## src/include/sdc_pkg.sv

```systemverilog
// Purpose: Shared constants for the signed divide correction stage
// Assumes: 16-bit instruction words, 32-bit data path
// Notes:   Opcode fields are matched as high byte plus low nibble

package sdc_pkg;

  localparam int unsigned DATA_W    = 32;
  localparam int unsigned INSN_W    = 16;
  localparam int unsigned NUM_GPR   = 16;
  localparam int unsigned GPR_IDX_W = 4;

  // Instruction fields
  localparam int unsigned OPC_HI_MSB = 15;
  localparam int unsigned OPC_HI_LSB = 8;
  localparam int unsigned SRC_MSB    = 7;
  localparam int unsigned SRC_LSB    = 4;
  localparam int unsigned OPC_LO_MSB = 3;
  localparam int unsigned OPC_LO_LSB = 0;

  // Opcode patterns of the two correction instructions
  localparam logic [7:0] OPC_FIX_REM_HI = 8'h97;
  localparam logic [7:0] OPC_FIX_SGN_HI = 8'h9b;
  localparam logic [3:0] OPC_LO_ZERO    = 4'h0;

  // Reset values and arithmetic constants
  localparam logic [DATA_W-1:0] ACC_RST  = 32'h0000_0000;
  localparam logic [DATA_W-1:0] DATA_ZERO = 32'h0000_0000;
  localparam logic [DATA_W-1:0] DATA_ONE  = 32'h0000_0001;

  // Execution time of each correction instruction, in core cycles
  localparam int unsigned FIX_CYCLES = 1;

endpackage

```

## src/hdl/sdc_top.sv

```systemverilog
// Purpose: Correction stage of a step-wise signed 32 by 32 divide
// Assumes: Init and divide steps load the accumulators and flags
//          through the load ports; instructions arrive one a cycle
// Notes:   Summary of operation follows
//
// Summary of operation
// RULE1: Decode remainder fix, source field picks register
// RULE2: Dividend sign clear: remainder fix does nothing
// RULE3: Sign set: high plus or minus source
// RULE4: Zero temporary: write high, bump quotient
// RULE5: Nonzero temporary: accumulators stay unchanged
// RULE6: Each correction completes in one cycle
// RULE7: Decode sign fix, no register operand
// RULE8: Equal sign flags: sign fix does nothing
// RULE9: Different sign flags: negate the quotient
// RULE10: Without multiplier both act as no-ops
// RULE11: Quotient in low, remainder in high
// RULE12: Unsigned division needs no correction instructions
// RULE13: Operations chosen from the two status flags
// RULE14: Temporary uses 32-bit wrapping arithmetic

`timescale 1ns/100ps

module sdc_top
  import sdc_pkg::*;
#(
  parameter bit          HAS_MULT = 1'b1,
  parameter int unsigned W        = DATA_W
) (
  // Clock and reset
  input  wire logic                 CLK,
  input  wire logic                 RST_N,
  // Instruction issue
  input  wire logic                 INSN_VALID,
  input  wire logic [INSN_W-1:0]    INSN,
  // Status word flags, set by the init step
  input  wire logic                 DIVIDEND_SIGN_FLAG,
  input  wire logic                 DIVISOR_SIGN_FLAG,
  // Accumulator load from init and divide steps
  input  wire logic                 ACC_WR,
  input  wire logic [W-1:0]         ACC_HIGH_IN,
  input  wire logic [W-1:0]         ACC_LOW_IN,
  // General register write port
  input  wire logic                 GPR_WE,
  input  wire logic [GPR_IDX_W-1:0] GPR_IDX,
  input  wire logic [W-1:0]         GPR_DATA,
  // Results
  output logic      [W-1:0]         ACC_HIGH,
  output logic      [W-1:0]         ACC_LOW,
  output logic                      FIX_DONE,
  output logic                      FIX_APPLIED
);

  typedef struct packed {
    logic [W-1:0] accum_high;
    logic [W-1:0] accum_low;
    logic         done;
    logic         applied;
  } sdc_state_t;

  sdc_state_t st_r;
  sdc_state_t st_nxt;

  logic [W-1:0] source_register;
  logic [W-1:0] tmp_val;
  logic         is_fix_rem;
  logic         is_fix_sgn;

  // Opcode match: high byte plus a zero low nibble
  function automatic logic opc_match(input logic [INSN_W-1:0] insn,
                                     input logic [7:0]        hi);
    opc_match = (insn[OPC_HI_MSB:OPC_HI_LSB] == hi) &&
                (insn[OPC_LO_MSB:OPC_LO_LSB] == OPC_LO_ZERO);
  endfunction

  // Add or subtract; carry out is simply dropped
  function automatic logic [W-1:0] add_sub(input logic [W-1:0] a,
                                           input logic [W-1:0] b,
                                           input logic         sub);
    add_sub = sub ? (a - b) : (a + b);
  endfunction

  // RULE1: remainder fix decode
  assign is_fix_rem = INSN_VALID && opc_match(INSN, OPC_FIX_REM_HI);
  // RULE7: sign fix decode, source field ignored
  assign is_fix_sgn = INSN_VALID && opc_match(INSN, OPC_FIX_SGN_HI);

  // Divisor operand selected by the source field
  sdc_regfile #(
    .W (W),
    .N (NUM_GPR)
  ) u_regfile (
    .clk     (CLK),
    .rst_n   (RST_N),
    .we      (GPR_WE),
    .wr_idx  (GPR_IDX),
    .wr_data (GPR_DATA),
    .rd_idx  (INSN[SRC_MSB:SRC_LSB]),
    .rd_data (source_register)
  );

  // RULE3: add when divisor positive, subtract when negative
  // RULE14: 32-bit wrap, no carry kept
  assign tmp_val = add_sub(st_r.accum_high, source_register,
                           DIVISOR_SIGN_FLAG);

  // Next state; a correction wins over a same-cycle accumulator load,
  // since the step sequence never overlaps the two
  always_comb begin
    st_nxt         = st_r;
    st_nxt.done    = 1'b0;
    st_nxt.applied = 1'b0;
    if (is_fix_rem || is_fix_sgn) begin
      // RULE6: single-cycle completion
      st_nxt.done = 1'b1;
      // RULE10: no multiplier option means plain no-op
      if (HAS_MULT) begin
        // RULE13: flags pick the operation
        if (is_fix_rem) begin
          // RULE2: dividend positive leaves all alone
          if (DIVIDEND_SIGN_FLAG) begin
            // RULE4: zero temporary corrects both halves
            if (tmp_val == DATA_ZERO) begin
              st_nxt.accum_high = tmp_val;
              st_nxt.accum_low  = st_r.accum_low + DATA_ONE;
              st_nxt.applied    = 1'b1;
            end
            // RULE5: nonzero temporary changes nothing
          end
        end else begin
          // RULE8: equal signs keep the quotient
          // RULE9: different signs negate the quotient
          if (DIVIDEND_SIGN_FLAG != DIVISOR_SIGN_FLAG) begin
            st_nxt.accum_low = DATA_ZERO - st_r.accum_low;
            st_nxt.applied   = 1'b1;
          end
        end
      end
    end else if (ACC_WR) begin
      st_nxt.accum_high = ACC_HIGH_IN;
      st_nxt.accum_low  = ACC_LOW_IN;
    end
  end

  // State register
  always_ff @(posedge CLK or negedge RST_N) begin
    if (!RST_N) begin
      st_r.accum_high <= ACC_RST;
      st_r.accum_low  <= ACC_RST;
      st_r.done       <= 1'b0;
      st_r.applied    <= 1'b0;
    end else begin
      st_r <= st_nxt;
    end
  end

  // RULE11: quotient low, remainder high, straight from flops
  assign ACC_HIGH    = st_r.accum_high;
  assign ACC_LOW     = st_r.accum_low;
  assign FIX_DONE    = st_r.done;
  assign FIX_APPLIED = st_r.applied;

endmodule

```

## src/hdl/sdc_regfile.sv

```systemverilog
// Purpose: Sixteen general registers feeding the divisor operand
// Assumes: One write port, one combinational read port
// Notes:   Write and read of the same index return the old value

`timescale 1ns/100ps

module sdc_regfile
  import sdc_pkg::*;
#(
  parameter int unsigned W = DATA_W,
  parameter int unsigned N = NUM_GPR
) (
  // Clock and reset
  input  wire logic                 clk,
  input  wire logic                 rst_n,
  // Write port
  input  wire logic                 we,
  input  wire logic [GPR_IDX_W-1:0] wr_idx,
  input  wire logic [W-1:0]         wr_data,
  // Read port
  input  wire logic [GPR_IDX_W-1:0] rd_idx,
  output logic      [W-1:0]         rd_data
);

  typedef struct packed {
    logic [N-1:0][W-1:0] gpr;
  } sdc_rf_state_t;

  sdc_rf_state_t st_r;
  sdc_rf_state_t st_nxt;

  // Next state of the register array
  always_comb begin
    st_nxt = st_r;
    if (we) begin
      st_nxt.gpr[wr_idx] = wr_data;
    end
  end

  // Register the array
  always_ff @(posedge clk or negedge rst_n) begin
    if (!rst_n) begin
      st_r <= '0;
    end else begin
      st_r <= st_nxt;
    end
  end

  // Combinational read, so the operand is ready within the issue cycle
  assign rd_data = st_r.gpr[rd_idx];

endmodule

```

## config.mk

```make
export PLATFORM = sky130hd
export DESIGN_NAME = sdc_top
export DESIGN_NICKNAME = d
export VERILOG_FILES = /design/src/include/sdc_pkg.sv /design/src/hdl/sdc_top.sv /design/src/hdl/sdc_regfile.sv
export SDC_FILE = /design/constraint.sdc
export NUM_CORES = 1
export LEC_CHECK = 0
export BUFFER_PORTS_ARGS = -buffer_cell sky130_fd_sc_hd__buf_2
export CORE_MARGIN = 4
export CORE_UTILIZATION = 55
export DETAILED_ROUTE_END_ITERATION = 8
export PLACE_DENSITY = 0.76
export SLEW_MARGIN = 10
export SYNTH_ARGS = -nofsm -noshare
export SYNTH_HDL_FRONTEND = slang
export SYNTH_HIERARCHICAL = 1
export SYNTH_SLANG_ARGS = --single-unit
```

## constraint.sdc

```tcl
create_clock -name CLK -period 5.9 [get_ports CLK]
set_clock_uncertainty 0.1 [all_clocks]
set_input_delay 0.885 -clock CLK [delete_from_list [all_inputs] [get_ports CLK]]
set_output_delay 0.885 -clock CLK [all_outputs]
set_load 0.02 [all_outputs]
```

==> out/results.tsv, run 1 <==
metric	value	unit
status	finished, violations left	
violations	setup timing	
die_y	241	um
vias_per_cell	6.30	
final.setup.worst_slack	-0.422	ns
setup.worst_path.start	INSN[4]	
cts.htree.levels	2	
rsz0062_at_grt	yes	
cts_tree	done	
clk_pin_slew	0.06	ns
fin_crit_sh	1.07	
core	53800	um^2
ys_async_sr_fraction	1.00	
finalMaxSlewViolations	0	
clockRootBuffer	clkbuf_16	
synthFlopType	dfrtp_1	
syn_to_final_growth	21.7	%
yosysTopAreaCell	dfrtp_1	
rows	85	
clk-insertion-delay-late	0.67	ns
critical_path_class	primary input to register	
layout-drive-gt1-share	0.499	
worst_slew_pin_slew	1.04	ns
clock_path_buffers	3	
grt_antenna_before_repair	4	
io_buffers	188	
hpwl	54.2	mm
grt_max_degree	124	
crit_arrival	6.74	ns
grtUsageTotal	0.293	
ys_seq_area_frac	0.483	
fin_nets	2913	
via_count	22000	
hold_path.class	primary input to async pin	
hold_viol	0	
syn_area	29900	um^2
grt_pass1_wl	132	mm
drc	0	
finalSetupViolCount	65	
first_iter_violations	1841	
die_area	58200	um^2
initial_core_util	0.556	
die_w	241	um
endpoint_kind	register	
dr.pass1.iters	6	
gp_congestion	0.946	
fin_crit	6.32	ns
syn_nets	2520	
worst-path-max-fanout	9	
cts_buffers	60	
synth.avg_cell_area	12.7	um^2
ys_seq_elements	578	
drt_wl_total	86.7	mm
hold_ws	0.227	ns
synthDistinctLibCells	77	
slew-limit-headroom	0.310	
cap_violations	0	
ant_nets	0	
yosys_warnings	6	
syn_inst	2362	
post-route-util	0.677	
power_leakage	16.0	nW
reg2reg_depth	22	
pin_count	189	
powerDensity	374	nW/um^2
synth_edf_count	0	
synth_area_leaders	dfrtp_1 (48%), mux2_2 (19%), mux4_2 (9.6%), nand2_1 (2.0%), a22oi_1 (1.7%)	
netlist.area_leader.share	0.483	
reg2reg_setup_slack	-0.41	ns
numClockSinks	578	
grt_pass1_vias	22900	
crit_path_start_kind	primary input	
grt_overflow	0	
wl_per_cell	24.8	um
rr_endpoint	ACC_LOW[20]	
cp_data_required_time	6.32	ns
peakVddDrop	0.000289	V
reg2reg_from	u_regfile/st_r[97]	
fmax	158	MHz
==> critical path, cell delays in order <==
cell and delay, ns:
clkbuf_16 0.15, buf_6 0.12, mux4_2 0.48, a22oi_1 0.26, nand2_2 0.09, or4_4 0.44, or3_4 0.39, nor4_2 0.15
nor2_1 0.07, xnor2_1 0.15, ha_1 0.35, nand4_1 0.17, or4_4 0.60, a211oi_4 0.25, o31a_1 0.23, xor2_1 0.11
or4b_4 0.56, nor4_4 0.27, buf_4 0.17, buf_6 0.10, a31oi_4 0.14, clkbuf_16 0.22, buf_2 0.16, o22a_1 0.22
==> cell families (layout without fill, tap and decap cells) <==
group / count (synthesis) / after routing / share of synthesized area
DFF: 578 / 578 / 0.483
adders and majority gates: 35 / 35 / 0.0149
other: 0 / 2 / 0
xor gates and xnor gates: 59 / 59 / 0.0173
buffers and inverters: 208 / 643 / 0.0294
AOI/OAI and AO/OA: 370 / 373 / 0.0805
muxes: 678 / 678 / 0.306
and+or+nand+nor: 434 / 434 / 0.0684
==> through the flow <==
step | power (mW) | setup TNS [ns] | setup WS [ns] | instance area (um^2) | instances
after global routing | 14.3 | -40.76 | -0.684 | 36400 | 3497
after global placement | 9.22 | -85.58 | -1.40 | 33300 | 3334
final | 13.6 | -23.15 | -0.422 | 36400 | 3498
after CTS | 13.5 | -12.63 | -0.257 | 36100 | 3478
after floorplan | 7.67 | -38.32 | -0.695 | 30100 | 2362
after detailed placement | 9.42 | -91.42 | -1.51 | 33300 | 3334
==> cells in the mapped netlist (all sizes together), types with 3 or more instances <==
master	n
nand3b	7
nor3	47
a21o	13
nand2	161
o22a	7
a21oi	92
nand3	22
o41ai	3
mux4	128
nor2b	6
or3	11
o21a	10
a211o	6
o2111ai	3
ha	34
a2111oi	3
or4	7
dfrtp	578
o21bai	3
and2	5
o21ai	77
nand2b	9
buf	69
nor4	13
inv	28
nor2	105
a22oi	69
mux2i	9
xor2	15
xnor2	44
and3	10
o22ai	19
nand4	14
nor3b	8
clkbuf	111
a31oi	18
mux2	541
a41oi	5
a211oi	12
o31ai	4
o211ai	6
==> state kept, by name, summed over array words and instances (netlist names) <==
register and flops:
u_regfile/st_r 512, ACC_HIGH 32, ACC_LOW 32, FIX_APPLIED 1
FIX_DONE 1
==> worst max path at each step <==
stage                       end  cells past startpoint  slack, ns
finish              ACC_LOW[20]                     24      -0.42
global route        ACC_LOW[20]                     30      -0.68
CTS                 ACC_LOW[17]                     21      -0.26
detailed placement  ACC_HIGH[6]                     27      -1.51
global placement    ACC_HIGH[6]                     27      -1.40
floorplan           ACC_HIGH[1]                     22      -0.70
==> area by class of cell <==
type	count	area [um^2]
antenna	2	5.00
sequential	578	14500
timing repair buffer	508	3690
multi-input combinational	1579	15300
tap	696	871
clock buffer	88	1750
clock inverter	19	285
inverter	28	105
fill	3745	17400
==> layer usage <==
layer | wire, um | global-route usage
met5 | 14 | 0
met4 | 2550 | 0.0920
met3 | 5500 | 0.0463
met2 | 42900 | 0.496
met1 | 35700 | 0.396
==> layout by cell type (no fill, tap or decap), types with 31 or more instances in the layout <==
| master | netlist | routed |
|---|---|---|
| nor3_1 | 45 | 37 |
| ha_1 | 34 | 31 |
| a21oi_1 | 92 | 73 |
| buf_2 | 62 | 186 |
| a22oi_1 | 69 | 61 |
| o21ai_0 | 77 | 58 |
| mux2_2 | 511 | 511 |
| clkbuf_16 | 0 | 63 |
| mux4_2 | 128 | 128 |
| nor2_1 | 105 | 93 |
| nand2_1 | 160 | 151 |
| xnor2_1 | 44 | 43 |
| buf_4 | 0 | 287 |
| dfrtp_1 | 578 | 578 |
==> timing repair <==
action                                  in CTS  in global routing
hold buffers                                 0                  0
endpoints found under the setup margin      65                 65
pin swaps                                   32                 19
buffers inserted                            30                 18
gates resized for setup                    104                 38
cloned                                       7                  2
==> power by group <==
part	internal (mW)	switching [mW]	total (mW)
logic	2.44	1.98	4.42
clock network	2.27	1.61	3.88
registers	4.82	0.513	5.34
Note: power is estimated with default switching activity, not from simulation.
==> run 2: changes to the inputs <==
--- a/config.mk
+++ b/config.mk
@@ -10,6 +10,7 @@
 export CORE_UTILIZATION = 55
 export DETAILED_ROUTE_END_ITERATION = 8
 export PLACE_DENSITY = 0.76
+export RECOVER_POWER = 25
 export SLEW_MARGIN = 10
 export SYNTH_ARGS = -nofsm -noshare
 export SYNTH_HDL_FRONTEND = slang
==> run 2 against run 1 <==
The run ends with capacitance limit, slew limit, setup timing left. Wire length barely moved. Critical path depth rose by 8. Clock power barely moved. Setup slack got worse by 0.0065 ns. Non-clock buffer count did not move. Core utilization fell by 0.11 points. Flip-flop and latch count did not move.
==> out/results.tsv, run 2 (synthesis gave the netlist of run 1 again) <==
metric	value	unit	change
min_path_cells	3		
endpoint_kind	register		unchanged
dr.pass1.iters	6		unchanged
rsz0062_at_grt	yes		unchanged
grtUsageTotal	0.293		unchanged
cts.htree.levels	2		unchanged
cp_data_required_time	6.32	ns	about the same
ant_nets	0		unchanged
power_leakage	16.0	nW	about the same
finalSetupViolCount	65		unchanged
syn_to_final_growth	21.5	%	was 21.7%
grt_max_degree	124		unchanged
gp_congestion	0.946		unchanged
reg2reg_from	u_regfile/st_r[96]		was u_regfile/st_r[97]
peakVddDrop	0.000289	V	about the same
fmax	158	MHz	about the same
drt_wl_total	86.7	mm	about the same
max_stage_delay	0.51	ns	was 0.60 ns
placed_area	33300	um^2	unchanged
hold_path.class	primary input to register		was primary input to async pin
vias_per_cell	6.29		was 6.30
rows	85		unchanged
crit_path_start_kind	primary input		unchanged
hold_viol	0		unchanged
layout-drive-gt1-share	0.498		was 0.499
wl_per_cell	24.8	um	about the same
clockRootBuffer	clkbuf_16		unchanged
rr_endpoint	ACC_LOW[20]		unchanged
clock_path_buffers	3		unchanged
initial_core_util	0.556		unchanged
cts_tree	done		unchanged
via_count	22000		about the same
pin_count	189		unchanged
layout_commonest_cell	dfrtp_1		unchanged
worst_slew_pin_slew	3.15	ns	was 1.04 ns
grt_overflow	0		unchanged
cts_hold_buf	0		unchanged
slew-limit-headroom	-1.10		was 0.310
grt_pass1_wl	132	mm	unchanged
finalMaxSlewViolations	416		was 0
fin_crit_sh	1.07		about the same
drc	0		unchanged
reg2reg_depth	31		was 22
largest_reg_flops	512		unchanged
grt_antenna_before_repair	4		unchanged
die_area	58200	um^2	unchanged
worst-path-max-fanout	9		unchanged
core	53800	um^2	unchanged
die_w	241	um	unchanged
die_y	241	um	unchanged
powerDensity	375	nW/um^2	was 374 nW/um^2
final.setup.worst_slack	-0.429	ns	was -0.422 ns
first_iter_violations	1832		was 1841
post-route-util	0.676		was 0.677
min_from	ACC_LOW_IN[18]		
whs_endpoint	ACC_LOW[18]		
fin_crit	6.33	ns	was 6.32 ns
status	finished, violations left		unchanged
reg2reg_setup_slack	-0.41	ns	about the same
numClockSinks	578		unchanged
clk_pin_slew	0.06	ns	about the same
critical_path_class	primary input to register		unchanged
setup_tns	-23.77	ns	was -23.15 ns
layout_common_cells	dfrtp_1 (578), mux2_2 (511), buf_4 (286), buf_2 (186), nand2_1 (151)		was dfrtp_1 (578), mux2_2 (511), buf_4 (287), buf_2 (186), nand2_1 (151)
cap_violations	3		was 0
cts_buffers	60		unchanged
fin_nets	2913		unchanged
crit_path_frequent_cell	buf_4		
hpwl	54.2	mm	unchanged
top_register	u_regfile/st_r		unchanged
clk-insertion-delay-late	0.67	ns	about the same
power	13.6	mW	about the same
fin_area	36400	um^2	about the same
slowest_stage	mux4_2		was or4_4
grt_pass1_vias	22900		unchanged
io_buffers	188		unchanged
crit_arrival	6.75	ns	was 6.74 ns
violations	capacitance limit, slew limit, setup timing		was setup timing
run 2: cell count changes in the layout (fill, tap and decap cells not counted):
cell / previous run / this run
clkbuf_2: 0 / 1
buf_8: 2 / 1
nor2_4: 8 / 7
diode_2: 2 / 3
buf_4: 287 / 286
nor2_1: 93 / 94
buf_12: 12 / 9
clkbuf_4: 0 / 2
clkbuf_1: 14 / 16
run 2: cell type report:
| cell class | instances | area [um^2] |
|---|---|---|
| diodes | 3 | 7.51 |
| clock buffers | 88 | 1750 |
| clock inverters | 19 | 285 |
| fillers | 3751 | 17400 |
| inverters | 28 | 105 |
| multi-input cells | 1579 | 15300 |
| flip-flops and latches | 578 | 14500 |
| well taps | 696 | 871 |
| repair buffers | 508 | 3630 |
run 2: through the flow:
stage / cells / setup slack [ns] / hold WS (ns)
2_1_floorplan: 2362 / -0.695 / 0.359
3_3_place_gp: 3334 / -1.40 / 0.368
3_5_place_dp: 3334 / -1.51 / 0.381
4_1_cts: 3478 / -0.257 / 0.278
5_1_grt: 3497 / -0.684 / 0.393
6_report: 3499 / -0.429 / 0.396
run 2: what timing repair did:
| item | CTS | global route |
|---|---|---|
| setup buffers | 30 | 18 |
| resized for setup | 104 | 38 |
| gates cloned | 7 | 2 |
| pin swaps | 32 | 19 |
| setup endpoints to repair | 65 | 65 |
run 2: report_power, final:
group / leakage [nW] / switching, mW / internal (mW) / total [mW]
clock network: 1.00 / 1.61 / 2.27 / 3.88
registers: 7.06 / 0.514 / 4.83 / 5.34
logic: 7.89 / 1.98 / 2.44 / 4.42
total: 16.0 / 4.10 / 9.53 / 13.6
run 2: worst max path at each step:
stage / to / from / slack, ns / cells after the start
after floorplan: ACC_HIGH[1] / INSN[4] / -0.70 / 22
after global placement: ACC_HIGH[6] / INSN[4] / -1.40 / 27
after detailed placement: ACC_HIGH[6] / INSN[4] / -1.51 / 27
after CTS: ACC_LOW[17] / u_regfile/st_r[97] / -0.26 / 21
after global routing: ACC_LOW[20] / INSN[4] / -0.68 / 30
final: ACC_LOW[20] / INSN[4] / -0.43 / 32
run 2: worst max-delay path, delay by kind of cell:
kind,cells,cell delay (ns)
simple gates,11,1.69
buf+inv,11,1.59
compound gates,5,1.11
mux,1,0.51
xor+xnor,2,0.50
fa+ha+maj,2,0.44
run 2: metal layers:
layer / part of all wire / routed length, um / track usage / up-vias
met1: 0.42 / 36000 / 0.396 / 11400
met2: 0.49 / 42800 / 0.496 / 822
met3: 0.060 / 5210 / 0.0463 / 200
met4: 0.030 / 2630 / 0.0920 / 4
li1: - / - / - / 9558
met5: 0.00016 / 14 / 0 / -
